===== config.mk =====
export PLATFORM = sky130hd
export DESIGN_NAME = paw_regs
export DESIGN_NICKNAME = d
export VERILOG_FILES = /design/src/hdl/paw_pkg.sv /design/src/hdl/paw_stack_mem.sv /design/src/hdl/paw_table_fetch.sv /design/src/hdl/paw_regs.sv
export SDC_FILE = /design/constraint.sdc
export NUM_CORES = 1
export LEC_CHECK = 0
export ABC_AREA = 1
export BUFFER_PORTS_ARGS = -buffer_cell sky130_fd_sc_hd__buf_2
export CAP_MARGIN = 40
export CORE_MARGIN = 1
export CORE_UTILIZATION = 30
export CTS_BUF_LIST = sky130_fd_sc_hd__clkbuf_2
export DETAILED_ROUTE_END_ITERATION = 8
export PLACE_DENSITY = 0.6
export SETUP_SLACK_MARGIN = 0.1
export SLEW_MARGIN = 40
export SYNTH_ARGS = -nofsm -noshare
export SYNTH_HDL_FRONTEND = slang
export SYNTH_SLANG_ARGS = --single-unit

===== constraint.sdc =====
create_clock -name core_clk -period 2.9 [get_ports core_clk]
set_input_delay 0.435 -clock core_clk [delete_from_list [all_inputs] [get_ports core_clk]]
set_output_delay 0.435 -clock core_clk [all_outputs]
set_load 0.02 [all_outputs]

===== src/hdl/paw_pkg.sv =====
// Constants for the program address pointer and window register block.
// Assumes a single core clock domain; shared by the top and its table fetch leaf.
package paw_pkg;

    // System register nibble addresses, most significant nibble lowest
    localparam int              PAW_SYS_AW      = 7;
    localparam logic [6:0]      PAW_ADDR_TOP    = 7'h74;
    localparam logic [6:0]      PAW_ADDR_UPPER  = 7'h75;
    localparam logic [6:0]      PAW_ADDR_LOWER  = 7'h76;
    localparam logic [6:0]      PAW_ADDR_BOTTOM = 7'h77;
    localparam logic [6:0]      PAW_ADDR_WINDOW = 7'h78;

    // Widths
    localparam int              PAW_NIB_W       = 4;
    localparam int              PAW_PTR_W       = 16;
    localparam int              PAW_CBUF_W      = 16;
    localparam int              PAW_RF_AW       = 7;

    // Nibble field positions inside the pointer (low bit of each)
    localparam int              PAW_TOP_LSB     = 12;
    localparam int              PAW_UPPER_LSB   = 8;
    localparam int              PAW_LOWER_LSB   = 4;
    localparam int              PAW_BOTTOM_LSB  = 0;

    // Effective pointer widths of the two memory variants
    localparam int              PAW_BITS_SMALL  = 8;
    localparam int              PAW_BITS_LARGE  = 13;

    // Reset values and the increment step
    localparam logic [15:0]     PAW_PTR_RST     = 16'h0000;
    localparam logic [3:0]      PAW_WIN_RST     = 4'h0;
    localparam logic [3:0]      PAW_NIB_ZERO    = 4'h0;
    localparam logic [15:0]     PAW_PTR_ONE     = 16'h0001;

    // Address stack defaults
    localparam int              PAW_STACK_DEPTH = 5;

    // Table fetch sequencer
    typedef enum logic {
        PAW_FETCH_IDLE,
        PAW_FETCH_WAIT
    } paw_fetch_e;

endpackage : paw_pkg


===== src/hdl/paw_stack_mem.sv =====
// Address stack storage: one write port, one read port with registered data.
// Assumes the caller keeps both addresses below DEPTH.
`timescale 1ns/1ns
`default_nettype none
module paw_stack_mem #(
    parameter int DEPTH = 5,
    parameter int AW    = 3,
    parameter int DW    = 16
) (
    input  wire logic          core_clk,
    input  wire logic          wr_en,
    input  wire logic [AW-1:0] wr_addr,
    input  wire logic [DW-1:0] wr_data,
    input  wire logic          rd_en,
    input  wire logic [AW-1:0] rd_addr,
    output var  logic [DW-1:0] rd_data_r
);
    logic [DW-1:0] mem [DEPTH];

    generate
        if ((1 << AW) < DEPTH) begin : g_bad_aw
            $error("paw_stack_mem: address too narrow for depth");
        end
    endgenerate

    // Entries carry no reset; software never pops what it did not push
    always_ff @(posedge core_clk) begin
        if (wr_en) begin
            mem[wr_addr] <= wr_data;
        end
    end

    // Read data comes from a register, one cycle after the request
    always_ff @(posedge core_clk) begin
        if (rd_en) begin
            rd_data_r <= mem[rd_addr];
        end
    end
endmodule // paw_stack_mem
`default_nettype wire


===== src/hdl/paw_table_fetch.sv =====
// Table fetch sequencer: reads one 16-bit constant word from program memory.
// Assumes program memory returns data in the same cycle as its read strobe.
`timescale 1ns/1ns
`default_nettype none
module paw_table_fetch
    import paw_pkg::*;
(
    input  wire logic                  core_clk,
    input  wire logic                  rst_n,
    input  wire logic                  start,
    input  wire logic [PAW_PTR_W-1:0]  addr,
    output var  logic                  pm_rd_en_r,
    output var  logic [PAW_PTR_W-1:0]  pm_addr_r,
    input  wire logic [PAW_CBUF_W-1:0] pm_rdata,
    output var  logic [PAW_CBUF_W-1:0] cbuf_r,
    output var  logic                  cbuf_valid_r,
    output logic                       busy
);
    paw_fetch_e state_r;

    assign busy = (state_r == PAW_FETCH_WAIT);

    // Two-step sequence: strobe the address, then capture the word
    always_ff @(posedge core_clk) begin
        if (!rst_n) begin
            state_r      <= PAW_FETCH_IDLE;
            pm_rd_en_r   <= 1'b0;
            pm_addr_r    <= PAW_PTR_RST;
            cbuf_valid_r <= 1'b0;
        end else begin
            pm_rd_en_r   <= 1'b0;
            cbuf_valid_r <= 1'b0;
            unique case (state_r)
                PAW_FETCH_IDLE: begin
                    if (start) begin
                        pm_rd_en_r <= 1'b1;
                        pm_addr_r  <= addr;
                        state_r    <= PAW_FETCH_WAIT;
                    end
                end
                PAW_FETCH_WAIT: begin
                    cbuf_valid_r <= 1'b1;
                    state_r      <= PAW_FETCH_IDLE;
                end
            endcase
        end
    end

    // Constant buffer keeps the last fetched word
    always_ff @(posedge core_clk) begin
        if (!rst_n) begin
            cbuf_r <= '0;
        end else if (state_r == PAW_FETCH_WAIT) begin
            cbuf_r <= pm_rdata;
        end
    end
endmodule // paw_table_fetch
`default_nettype wire


===== src/hdl/paw_regs.sv =====
// Program address pointer and file transfer window registers of a 4-bit core.
// Assumes the instruction sequencer issues at most one operation pulse per
// cycle, all on core_clk, and owns the register file and program memory.
//
// Operation
// - The pointer is 16 bits seen as four nibbles at 74H..77H, top nibble at 74H.
// - Upper 8 bits (small variant) or upper 3 bits (large) read zero and ignore writes.
// - A table fetch reads the 16-bit program word at the pointer into the constant buffer.
// - A push decrements the stack pointer, then stores the pointer at the new entry.
// - A pop loads the pointer from the current entry, then increments the stack pointer.
// - An indirect jump sends execution to the address held in the pointer.
// - An indirect call starts the subroutine at the address held in the pointer.
// - Increment adds one; the small variant wraps from 00FFH to 0000H.
// - The large variant has 13 bits and wraps from 1FFFH to 0000H.
// - The pointer is also read and written whole through the data buffer path.
// - A 4-bit window register sits at system address 78H.
// - A array_to_window_op copies the addressed register array nibble into the window.
// - A window_to_array_op copies the window into the addressed register array nibble.
`timescale 1ns/1ns
`default_nettype none
module paw_regs
    import paw_pkg::*;
#(
    parameter int PTR_BITS    = PAW_BITS_LARGE,
    parameter int STACK_DEPTH = PAW_STACK_DEPTH,
    parameter int SP_W        = 3
) (
    input  wire logic                         core_clk,
    input  wire logic                         rst_n,
    input  wire logic                         clk_stop_clr,
    input  wire logic                         ce_clr,
    input  wire logic                         sys_wr_en,
    input  wire logic                         sys_rd_en,
    input  wire logic [paw_pkg::PAW_SYS_AW-1:0] sys_addr,
    input  wire logic [paw_pkg::PAW_NIB_W-1:0]  sys_wdata,
    output var  logic [paw_pkg::PAW_NIB_W-1:0]  sys_rdata_r,
    output var  logic                         sys_hit_r,
    input  wire logic                         dbuf_ptr_wr,
    input  wire logic [paw_pkg::PAW_PTR_W-1:0]  dbuf_wdata,
    output var  logic [paw_pkg::PAW_PTR_W-1:0]  program_address_pointer_r,
    input  wire logic                         table_fetch_op,
    output var  logic                         pm_rd_en_r,
    output var  logic [paw_pkg::PAW_PTR_W-1:0]  pm_addr_r,
    input  wire logic [paw_pkg::PAW_CBUF_W-1:0] pm_rdata,
    output var  logic [paw_pkg::PAW_CBUF_W-1:0] constant_buffer_r,
    output var  logic                         constant_buffer_valid_r,
    output logic                              fetch_busy,
    input  wire logic                         push_op,
    input  wire logic                         pop_op,
    output var  logic [SP_W-1:0]              stack_ptr_r,
    input  wire logic                         inc_op,
    input  wire logic                         indirect_jump_op,
    input  wire logic                         indirect_call_op,
    output var  logic [paw_pkg::PAW_PTR_W-1:0]  branch_target_r,
    output var  logic                         jump_valid_r,
    output var  logic                         call_valid_r,
    input  wire logic                         array_to_window_op,
    input  wire logic                         window_to_array_op,
    input  wire logic [paw_pkg::PAW_RF_AW-1:0]  rf_operand,
    output var  logic [paw_pkg::PAW_RF_AW-1:0]  rf_addr_r,
    output var  logic                         rf_rd_en_r,
    input  wire logic [paw_pkg::PAW_NIB_W-1:0]  rf_rdata,
    output var  logic                         rf_wr_en_r,
    output var  logic [paw_pkg::PAW_NIB_W-1:0]  rf_wdata_r,
    output var  logic [paw_pkg::PAW_NIB_W-1:0]  file_transfer_window_r
);
    import paw_pkg::*;

    // Only the two documented variants have a defined fixed-zero field
    generate
        if (PTR_BITS != PAW_BITS_SMALL && PTR_BITS != PAW_BITS_LARGE) begin : g_bad_bits
            $error("paw_regs: PTR_BITS must be 8 or 13");
        end
        if ((1 << SP_W) < STACK_DEPTH + 1) begin : g_bad_sp
            $error("paw_regs: SP_W too narrow for STACK_DEPTH");
        end
    endgenerate

    // Bits above the effective width are held at zero
    localparam logic [PAW_PTR_W-1:0] PTR_MASK =
        PAW_PTR_W'((32'h1 << PTR_BITS) - 32'h1);
    localparam logic [SP_W-1:0]      SP_EMPTY = SP_W'(STACK_DEPTH);
    localparam logic [SP_W-1:0]      SP_ONE   = SP_W'(1);

    logic [PAW_PTR_W-1:0] ptr_nxt;
    logic [PAW_PTR_W-1:0] sys_wr_ptr;
    logic [PAW_PTR_W-1:0] stack_rd_data;
    logic [SP_W-1:0]      sp_dec;
    logic                 pop_wait_r;
    logic                 any_clr;

    assign any_clr = clk_stop_clr || ce_clr;
    assign sp_dec  = stack_ptr_r - SP_ONE;

    // Pointer image with one nibble replaced by a system register write
    always_comb begin
        sys_wr_ptr = program_address_pointer_r;
        unique case (sys_addr)
            PAW_ADDR_TOP:    sys_wr_ptr[PAW_TOP_LSB    +: PAW_NIB_W] = sys_wdata;
            PAW_ADDR_UPPER:  sys_wr_ptr[PAW_UPPER_LSB  +: PAW_NIB_W] = sys_wdata;
            PAW_ADDR_LOWER:  sys_wr_ptr[PAW_LOWER_LSB  +: PAW_NIB_W] = sys_wdata;
            PAW_ADDR_BOTTOM: sys_wr_ptr[PAW_BOTTOM_LSB +: PAW_NIB_W] = sys_wdata;
            default:         sys_wr_ptr = program_address_pointer_r;
        endcase
    end

    // Next pointer value; resets first, then whole-word loads, then increment.
    // Every load passes the mask so the fixed bits can never be set.
    always_comb begin
        ptr_nxt = program_address_pointer_r;
        if (any_clr) begin
            ptr_nxt = PAW_PTR_RST;
        end else if (dbuf_ptr_wr) begin
            ptr_nxt = dbuf_wdata & PTR_MASK;
        end else if (sys_wr_en) begin
            ptr_nxt = sys_wr_ptr & PTR_MASK;
        end else if (pop_wait_r) begin
            ptr_nxt = stack_rd_data & PTR_MASK;
        end else if (inc_op) begin
            ptr_nxt = (program_address_pointer_r + PAW_PTR_ONE) & PTR_MASK;
        end
    end

    // Pointer register
    always_ff @(posedge core_clk) begin
        if (!rst_n) begin
            program_address_pointer_r <= PAW_PTR_RST;
        end else begin
            program_address_pointer_r <= ptr_nxt;
        end
    end

    // Stack pointer: decrement before a push, increment after a pop lands.
    // Cleared alongside the pointer so a restarted program sees an empty stack.
    always_ff @(posedge core_clk) begin
        if (!rst_n || any_clr) begin
            stack_ptr_r <= SP_EMPTY;
        end else if (push_op) begin
            stack_ptr_r <= sp_dec;
        end else if (pop_wait_r) begin
            stack_ptr_r <= stack_ptr_r + SP_ONE;
        end
    end

    // Pop is two cycles because the stack memory has registered read data
    always_ff @(posedge core_clk) begin
        if (!rst_n || any_clr) begin
            pop_wait_r <= 1'b0;
        end else begin
            pop_wait_r <= pop_op;
        end
    end

    // Address stack entries; push writes at the already decremented index
    paw_stack_mem #(
        .DEPTH     (STACK_DEPTH),
        .AW        (SP_W),
        .DW        (PAW_PTR_W)
    ) u_stack (
        .core_clk  (core_clk),
        .wr_en     (push_op),
        .wr_addr   (sp_dec),
        .wr_data   (program_address_pointer_r),
        .rd_en     (pop_op),
        .rd_addr   (stack_ptr_r),
        .rd_data_r (stack_rd_data)
    );

    // Table fetch through program memory into the constant buffer
    paw_table_fetch u_fetch (
        .core_clk     (core_clk),
        .rst_n        (rst_n),
        .start        (table_fetch_op),
        .addr         (program_address_pointer_r),
        .pm_rd_en_r   (pm_rd_en_r),
        .pm_addr_r    (pm_addr_r),
        .pm_rdata     (pm_rdata),
        .cbuf_r       (constant_buffer_r),
        .cbuf_valid_r (constant_buffer_valid_r),
        .busy         (fetch_busy)
    );

    // Indirect branch and call targets; the sequencer loads its program counter
    always_ff @(posedge core_clk) begin
        if (!rst_n) begin
            branch_target_r <= PAW_PTR_RST;
            jump_valid_r    <= 1'b0;
            call_valid_r    <= 1'b0;
        end else begin
            jump_valid_r <= indirect_jump_op;
            call_valid_r <= indirect_call_op;
            if (indirect_jump_op || indirect_call_op) begin
                branch_target_r <= program_address_pointer_r;
            end
        end
    end

    // Register array strobes for array_to_window_op and window_to_array_op
    always_ff @(posedge core_clk) begin
        if (!rst_n) begin
            rf_addr_r  <= '0;
            rf_rd_en_r <= 1'b0;
            rf_wr_en_r <= 1'b0;
            rf_wdata_r <= PAW_WIN_RST;
        end else begin
            rf_rd_en_r <= array_to_window_op;
            rf_wr_en_r <= window_to_array_op;
            if (array_to_window_op || window_to_array_op) begin
                rf_addr_r <= rf_operand;
            end
            if (window_to_array_op) begin
                rf_wdata_r <= file_transfer_window_r;
            end
        end
    end

    // Window register; power-on gives a fixed value in place of an undefined
    // one, and the two soft resets leave it alone on purpose.
    // Array_to_window_op data stands only while the array read strobe does, so it is
    // taken on the edge that closes the strobe cycle, not one later.
    always_ff @(posedge core_clk) begin
        if (!rst_n) begin
            file_transfer_window_r <= PAW_WIN_RST;
        end else if (rf_rd_en_r) begin
            file_transfer_window_r <= rf_rdata;
        end else if (sys_wr_en && sys_addr == PAW_ADDR_WINDOW) begin
            file_transfer_window_r <= sys_wdata;
        end
    end

    // System register read port; unmapped addresses answer zero, hit low
    always_ff @(posedge core_clk) begin
        if (!rst_n) begin
            sys_rdata_r <= PAW_NIB_ZERO;
            sys_hit_r   <= 1'b0;
        end else if (sys_rd_en) begin
            sys_hit_r <= 1'b1;
            unique case (sys_addr)
                PAW_ADDR_TOP:    sys_rdata_r <= program_address_pointer_r[PAW_TOP_LSB +: PAW_NIB_W];
                PAW_ADDR_UPPER:  sys_rdata_r <= program_address_pointer_r[PAW_UPPER_LSB +: PAW_NIB_W];
                PAW_ADDR_LOWER:  sys_rdata_r <= program_address_pointer_r[PAW_LOWER_LSB +: PAW_NIB_W];
                PAW_ADDR_BOTTOM: sys_rdata_r <= program_address_pointer_r[PAW_BOTTOM_LSB +: PAW_NIB_W];
                PAW_ADDR_WINDOW: sys_rdata_r <= file_transfer_window_r;
                default: begin
                    sys_rdata_r <= PAW_NIB_ZERO;
                    sys_hit_r   <= 1'b0;
                end
            endcase
        end else begin
            sys_hit_r <= 1'b0;
        end
    end

endmodule // paw_regs
`default_nettype wire


==> results of run 1 <==
## power breakdown
group	total [uW]	internal (uW)	switching, uW
logic	531	194	337
clock network	1410	461	947
registers	2540	2490	47.7
## layout make-up
type / count / area [um^2]
multi-input cells: 503 / 2380
clock buffers: 17 / 85.1
flip-flops and latches: 163 / 4040
inverters: 50 / 188
clock inverters: 15 / 209
repair buffers: 215 / 1360
fillers: 2238 / 13300
well taps: 280 / 350
diodes: 2 / 5.00
## sequential cells by signal, summed over array words and instances (netlist names), 3 cells and up
| name | count |
|---|---|
| u_stack.mem | 65 |
| u_fetch.cbuf_r | 16 |
| branch_target_r | 13 |
| program_address_pointer_r | 13 |
| u_fetch.pm_addr_r | 13 |
| u_stack.rd_data_r | 13 |
| rf_addr_r | 7 |
| file_transfer_window_r | 4 |
| rf_wdata_r | 4 |
| sys_rdata_r | 4 |
| stack_ptr_r | 3 |
## cell families (layout without fill, tap and decap cells)
kind of cell	Yosys count	in the layout	synth area share [%]
AOI/OAI and AO/OA	173	173	13.7
xor gates and xnor gates	2	2	0.259
adders and majority gates	3	3	0.555
buffers and inverters	90	297	5.59
DFF	163	163	59.8
other	1	11	0.0554
and+or+nand+nor	316	316	20.1
## routing by layer
layer / vias to the layer above / track usage (%) / routed length [um]
met4: 0 / 5.59 / 323
met3: 21 / 2.82 / 1180
li1: 2926 / - / -
met5: - / 0 / 0
met2: 218 / 27.1 / 9200
met1: 2711 / 22.6 / 8550
## per-stage QoR
| stage | utilization [%] | std cells |
|---|---|---|
| final | 39.3 | 1245 |
| after global routing | 39.3 | 1245 |
| after CTS | 39.1 | 1240 |
| after detailed placement | 35.7 | 1162 |
| after global placement | 35.7 | 1162 |
| after floorplan | - | 756 |
## worst max path at each step
stage	startpoint	to	slack, ps	cells after the start
after floorplan	stack_ptr_r[0]$_SDFFE_PP1P_	u_stack.mem[2][0]$_DFFE_PP_	100	8
after global placement	stack_ptr_r[1]$_SDFFE_PP0P_	u_stack.mem[4][6]$_DFFE_PP_	870	6
after detailed placement	stack_ptr_r[1]$_SDFFE_PP0P_	u_stack.mem[4][12]$_DFFE_PP_	850	6
after CTS	stack_ptr_r[0]$_SDFFE_PP1P_	stack_ptr_r[0]	680	2
after global routing	stack_ptr_r[0]$_SDFFE_PP1P_	stack_ptr_r[0]	610	2
final	stack_ptr_r[0]$_SDFFE_PP1P_	stack_ptr_r[0]	760	2
## worst min-delay path: cells and delay by family
family	cells	cell delay, ps
buf+inv	1	110
compound gates	2	210
## layout by cell type (no fill, tap or decap), types with 4 or more instances in the layout
| cell type | instances |
|---|---|
| a21oi_1 | 43 |
| a31oi_1 | 17 |
| buf_2 | 150 |
| buf_4 | 16 |
| clkbuf_2 | 17 |
| conb_1 | 9 |
| dfxtp_1 | 85 |
| dlygate4sd3_1 | 48 |
| edfxtp_1 | 78 |
| inv_1 | 40 |
| inv_2 | 8 |
| inv_8 | 5 |
| nand2_1 | 118 |
| nand3_1 | 34 |
| nand4_1 | 7 |
| nor2_1 | 135 |
| o21ai_0 | 95 |
| o21ai_1 | 6 |
| o22ai_1 | 4 |
## repair_timing
| item | 4_1_cts | 5_1_grt |
|---|---|---|
| endpoints found under the hold margin | 52 | 2 |
| hold buffers | 46 | 2 |
| gates resized for setup | 0 | 0 |
==> flow_metrics.tcl, run 1 <==
set metrics [dict create \
    fin_crit_ps 2140 \
    grt_pass1_wl_um 29800 \
    cts_sinks 163 \
    p_total_uw 4480 \
    power.density_mw_per_mm2 520 \
    slew_headroom_pct 51.0 \
    synth_edf_count 78 \
    drtAntennaViolNets 0 \
    yosysUniqueCellTypes 39 \
    worst_pin_slew_ps 735 \
    maxCapViolCount 0 \
    die-area_mm2 0.0232 \
    drcViolationCount 13 \
    pin_count 163 \
    seq_area_frac_synth_pct 59.8 \
    tns_ps 0 \
    syn_inst 748 \
    status "finished, violations left" \
    finalSetupViolations 0 \
    grt_pass1_vias 5266 \
    critPathLaunchType "register" \
    gr-total-overflow 0 \
    netlist.area_leader.share_pct 34.6 \
    reg2reg_to "u_stack.mem[4][3]$_DFFE_PP_" \
    arrival_ps 1710 \
    final_area_mm2 0.00862 \
    placed_area_mm2 0.00783 \
    crit_path_cell_trace "buf_4, buf_2" \
    synthTopCellsByCount "nor2_1, nand2_1, o21ai_0" \
    cp.required_ps 2470 \
    cp_slowest_cell "dfxtp_1" \
    ys_ff_latch 163 \
    cpLargestDelayFamily "buffers and inverters" \
    crit_buf_inv 2 \
    fin_worst_skew_ps 49.2 \
    holdWs_ps 32.0 \
    die_y_um 152 \
    postCtsSetupBuffers 0 \
    reg2reg_from "stack_ptr_r[1]$_SDFFE_PP0P_" \
    rsz0062_at_grt "false" \
    drtPass1Iterations 7 \
    syn-cell-area_mm2 0.00676 \
    drt-total-wl_um 19300 \
    min_delay_worst_endpoint "program_address_pointer_r[4]$_SDFFE_PP0P_" \
    cts_tree "yes" \
    whs_path_depth 3 \
    fp.dieW_um 152 \
    root_buffer "clkbuf_2" \
    ys_async_sr_fraction_pct 0 \
    reg2reg_depth 6 \
    critical_path_class "register to output port" \
    leakage_uw 0.00375 \
    min_path_type "input port to register" \
    wl_per_cell_um 15.5 \
    nets 1022 \
    violations "design-rule violations" \
    period_share_pct 73.9 \
    yosysMostFrequentCell "nor2_1" \
    rows 54 \
    cts_made_buffers 17 \
    drv_slew 0 \
    cts_buffer_depth 2 \
    cts_max_level 4 \
    yosysWarnings 0 \
    synth_ff_type "dfxtp_1" \
    crit_fanout 32 \
    min_from "dbuf_wdata[4]" \
    place_ws_ps 849 \
    syn_to_final_growth_pct 27.5 \
    dpl.hpwl_um 13500 \
    insertion_delay_ps 760 \
    grt_max_degree 42 \
    max_freq_mhz 467 \
    io_buffers 150 \
    vias 5876 \
    core_mm2 0.0220 \
    vias_per_cell 4.72 \
    place.gp.congestion 0.840 \
    layout_setup_ws_ps 757 \
    hold_viol 0 \
    clk_pin_slew_ps 260 \
    slowest_delay_ps 390 \
    synth_top_cell_by_area "edfxtp_1" \
    grt_util_all_layers_pct 16.7 \
    drive_gt1_share_pct 23.7 \
    worstSetupEndpointType "output port" \
    ir_drop_uv 248 \
    avgSynthCellArea_um2 9.04 \
    initial_core_util_pct 30.8 \
    antenna_found_initial 2 \
    drt_iter0_markers 497 \
    synth.area.top_cells "edfxtp_1, dfxtp_1, nor2_1, o21ai_0, nand2_1" \
    r2r_slack_ps 830 \
]
(Power assumes the default switching activity.)
==> run 2, diff against run 1 <==
Settings changed: ABC_AREA 1 to 0, PLACE_DENSITY 0.6 to 0.58.
Clock period 2.9 ns to 2 ns, I/O delays scaled along.
==> flow_metrics.tcl, run 2 <==
set metrics [dict create \
    status "completed" \
    synthSimpleGateAreaFrac_pct 12.5 \
    crit_buf_inv 4 \
    largestRegisters "u_stack.mem: 65 flops, u_fetch.cbuf_r: 16 flops" \
    vias 5313 \
    drt_iter0_markers 369 \
    drtPass1Iterations 4 \
    drt-total-wl_um 19600 \
    synth_edf_count 78 \
    rows 55 \
    drv_slew 0 \
    finalSetupViolations 0 \
    dpl.hpwl_um 13700 \
    yosysWarnings 0 \
    die_y_um 155 \
    grt_pass1_wl_um 29500 \
    root_buffer "clkbuf_2" \
    layout_setup_ws_ps 141 \
    wl_per_cell_um 17.1 \
    worst_pin_slew_ps 530 \
    nFillCells 2216 \
    final_area_mm2 0.00937 \
    arrival_ps 2500 \
    synth_top_cell_by_area "edfxtp_1" \
    reg2reg_from "stack_ptr_r[0]$_SDFFE_PP1P_" \
    min_path_type "input port to register" \
    critPathLaunchType "input port" \
    min_delay_worst_endpoint "program_address_pointer_r[9]$_SDFFE_PP0P_" \
    drtAntennaViolNets 0 \
    reg2reg_to "u_stack.mem[1][3]$_DFFE_PP_" \
    cpLargestDelayFamily "buffers and inverters" \
    crit_path_cell_trace "dlygate4sd3_1, clkbuf_4, o21ai_0, dlygate4sd3_1, a21boi_0, dlygate4sd3_1" \
    period_share_pct 93.0 \
    place_ws_ps 144 \
    pin_count 163 \
    synth.mux.area_fraction_pct 11.8 \
    reg2reg_depth 7 \
    critical_path_class "input port to register" \
    max_freq_mhz 538 \
    grt_util_all_layers_pct 16.4 \
    initial_core_util_pct 30.8 \
    crit_fanout 13 \
    synth_fa_ha_area_share_pct 0.534 \
    ys_async_sr_fraction_pct 0 \
    cts_made_buffers 17 \
    leakage_uw 0.00364 \
    syn_inst 582 \
    grt_pass1_vias 5228 \
    power.density_mw_per_mm2 656 \
    netlist.area_leader.share_pct 33.3 \
    synthTopCellsByCount "dfxtp_1, nand2_1, edfxtp_1" \
    avgSynthCellArea_um2 12.1 \
    final_common_cell "buf_2" \
    fin_worst_skew_ps 29.0 \
    worstSetupEndpointType "register" \
    synth_compound_area_share_pct 11.7 \
    insertion_delay_ps 730 \
    rsz0062_at_grt "true" \
    multiInputGateArea_mm2 0.00276 \
    synth.area.top_cells "edfxtp_1, dfxtp_1, nand2_1, mux4_1, mux2i_1" \
    fp.dieW_um 155 \
    synth_ff_type "dfxtp_1" \
    whs_path_depth 4 \
    holdWs_ps 50.4 \
    ys_ff_latch 163 \
    vias_per_cell 4.63 \
    cts_tree "yes" \
    slowest_delay_ps 600 \
    cp.required_ps 2640 \
    fin_crit_ps 1860 \
    syn_to_final_growth_pct 33.4 \
    r2r_slack_ps 270 \
    grt_max_degree 35 \
    die-area_mm2 0.0240 \
    io_buffers 150 \
    seq_area_mm2 0.00406 \
    largest_register_ffs 65 \
    drcViolationCount 0 \
    cp_slowest_cell "dlygate4sd3_1" \
    min_from "dbuf_wdata[9]" \
    final_cell_mix "buf_2, nand2_1, edfxtp_1" \
    core_mm2 0.0228 \
    yosys.area_share.xor_xnor_pct 1.12 \
    nets 891 \
    hold_viol 0 \
    gr-total-overflow 0 \
    maxCapViolCount 0 \
    regMostFlops "u_stack.mem" \
    ir_drop_uv 292 \
    antenna_found_initial 3 \
    place.gp.congestion 0.856 \
    path_common_cell "dlygate4sd3_1" \
    synth_top_family_by_area "simple AND/OR/NAND/NOR gates" \
    slew_headroom_pct 64.7 \
    yosysUniqueCellTypes 60 \
    placed_area_mm2 0.00829 \
    cts_buffer_depth 2 \
    syn-cell-area_mm2 0.00703 \
    drive_gt1_share_pct 32.8 \
    cts_sinks 163 \
    cts_max_level 4 \
    yosysMostFrequentCell "dfxtp_1" \
    seq_area_frac_synth_pct 57.6 \
    clk_pin_slew_ps 240 \
]
## run 2: area by class of cell
class	count	area share, %
antenna	3	0.0801
timing repair buffer	258	20.1
sequential	163	43.4
clock buffer	18	0.961
clock inverter	14	1.48
multi-input combinational	369	29.4
inverter	10	0.481
tap	313	4.18
## run 2: power breakdown
| part | switching [uW] | total [uW] | internal (uW) |
|---|---|---|---|
| registers | 49.3 | 3640 | 3590 |
| clock network | 1140 | 1720 | 574 |
| logic | 424 | 792 | 368 |
## run 2: layer usage
metal / GRT usage (%) / vias up / wire length, um
li1: - / 2576 / -
met1: 19.8 / 2530 / 8350
met2: 27.2 / 163 / 9490
met3: 3.68 / 44 / 875
met4: 9.15 / 0 / 905
met5: 0 / - / 0
## run 2: per-stage QoR
| step | instances | TNS [ps] | total power [uW] | utilization (%) |
|---|---|---|---|---|
| after floorplan | 590 | -266 | 4120 | - |
| after global placement | 1040 | 0 | 4370 | 36.4 |
| after detailed placement | 1040 | 0 | 4370 | 36.4 |
| after CTS | 1145 | 0 | 6230 | 41.0 |
| after global routing | 1148 | 0 | 6390 | 41.1 |
| final | 1148 | 0 | 6150 | 41.1 |
## run 2: kinds of logic after synthesis
logic type	after synthesis
muxes	59
buffers and inverters	58
AOI/OAI and AO/OA	114
xor gates and xnor gates	9
other	1
DFF	163
and+or+nand+nor	175
adders and majority gates	3
## run 2: worst max path at each step
stage / slack, ps / depth (start not counted) / endpoint / from
floorplan: -20 / 7 / u_stack.mem[1][0]$_DFFE_PP_ / stack_ptr_r[0]$_SDFFE_PP1P_
global placement: 160 / 6 / u_stack.mem[1][9]$_DFFE_PP_ / stack_ptr_r[0]$_SDFFE_PP1P_
detailed placement: 140 / 6 / u_stack.mem[1][9]$_DFFE_PP_ / stack_ptr_r[0]$_SDFFE_PP1P_
CTS: 70 / 2 / stack_ptr_r[2] / stack_ptr_r[2]$_SDFFE_PP1P_
global route: 100 / 2 / stack_ptr_r[2] / stack_ptr_r[2]$_SDFFE_PP1P_
finish: 140 / 6 / rf_addr_r[3]$_SDFFE_PN0P_ / window_to_array_op
## run 2: worst register-to-register path, stage by stage, from the launching register on
cell and delay, ps:
dfxtp_4 430, buf_12 130, inv_8 40, ha_4 170, xnor2_4 210, nand2_4 110, nor3b_4 220, buf_12 170
## run 2: timing repair
item / CTS / global route
setup buffers: 6 / 0
hold buffers: 67 / 0
pin swaps: 0 / 0
resized for setup: 26 / 8
setup endpoints to repair: 15 / 8
hold endpoints to repair: 84 / 0
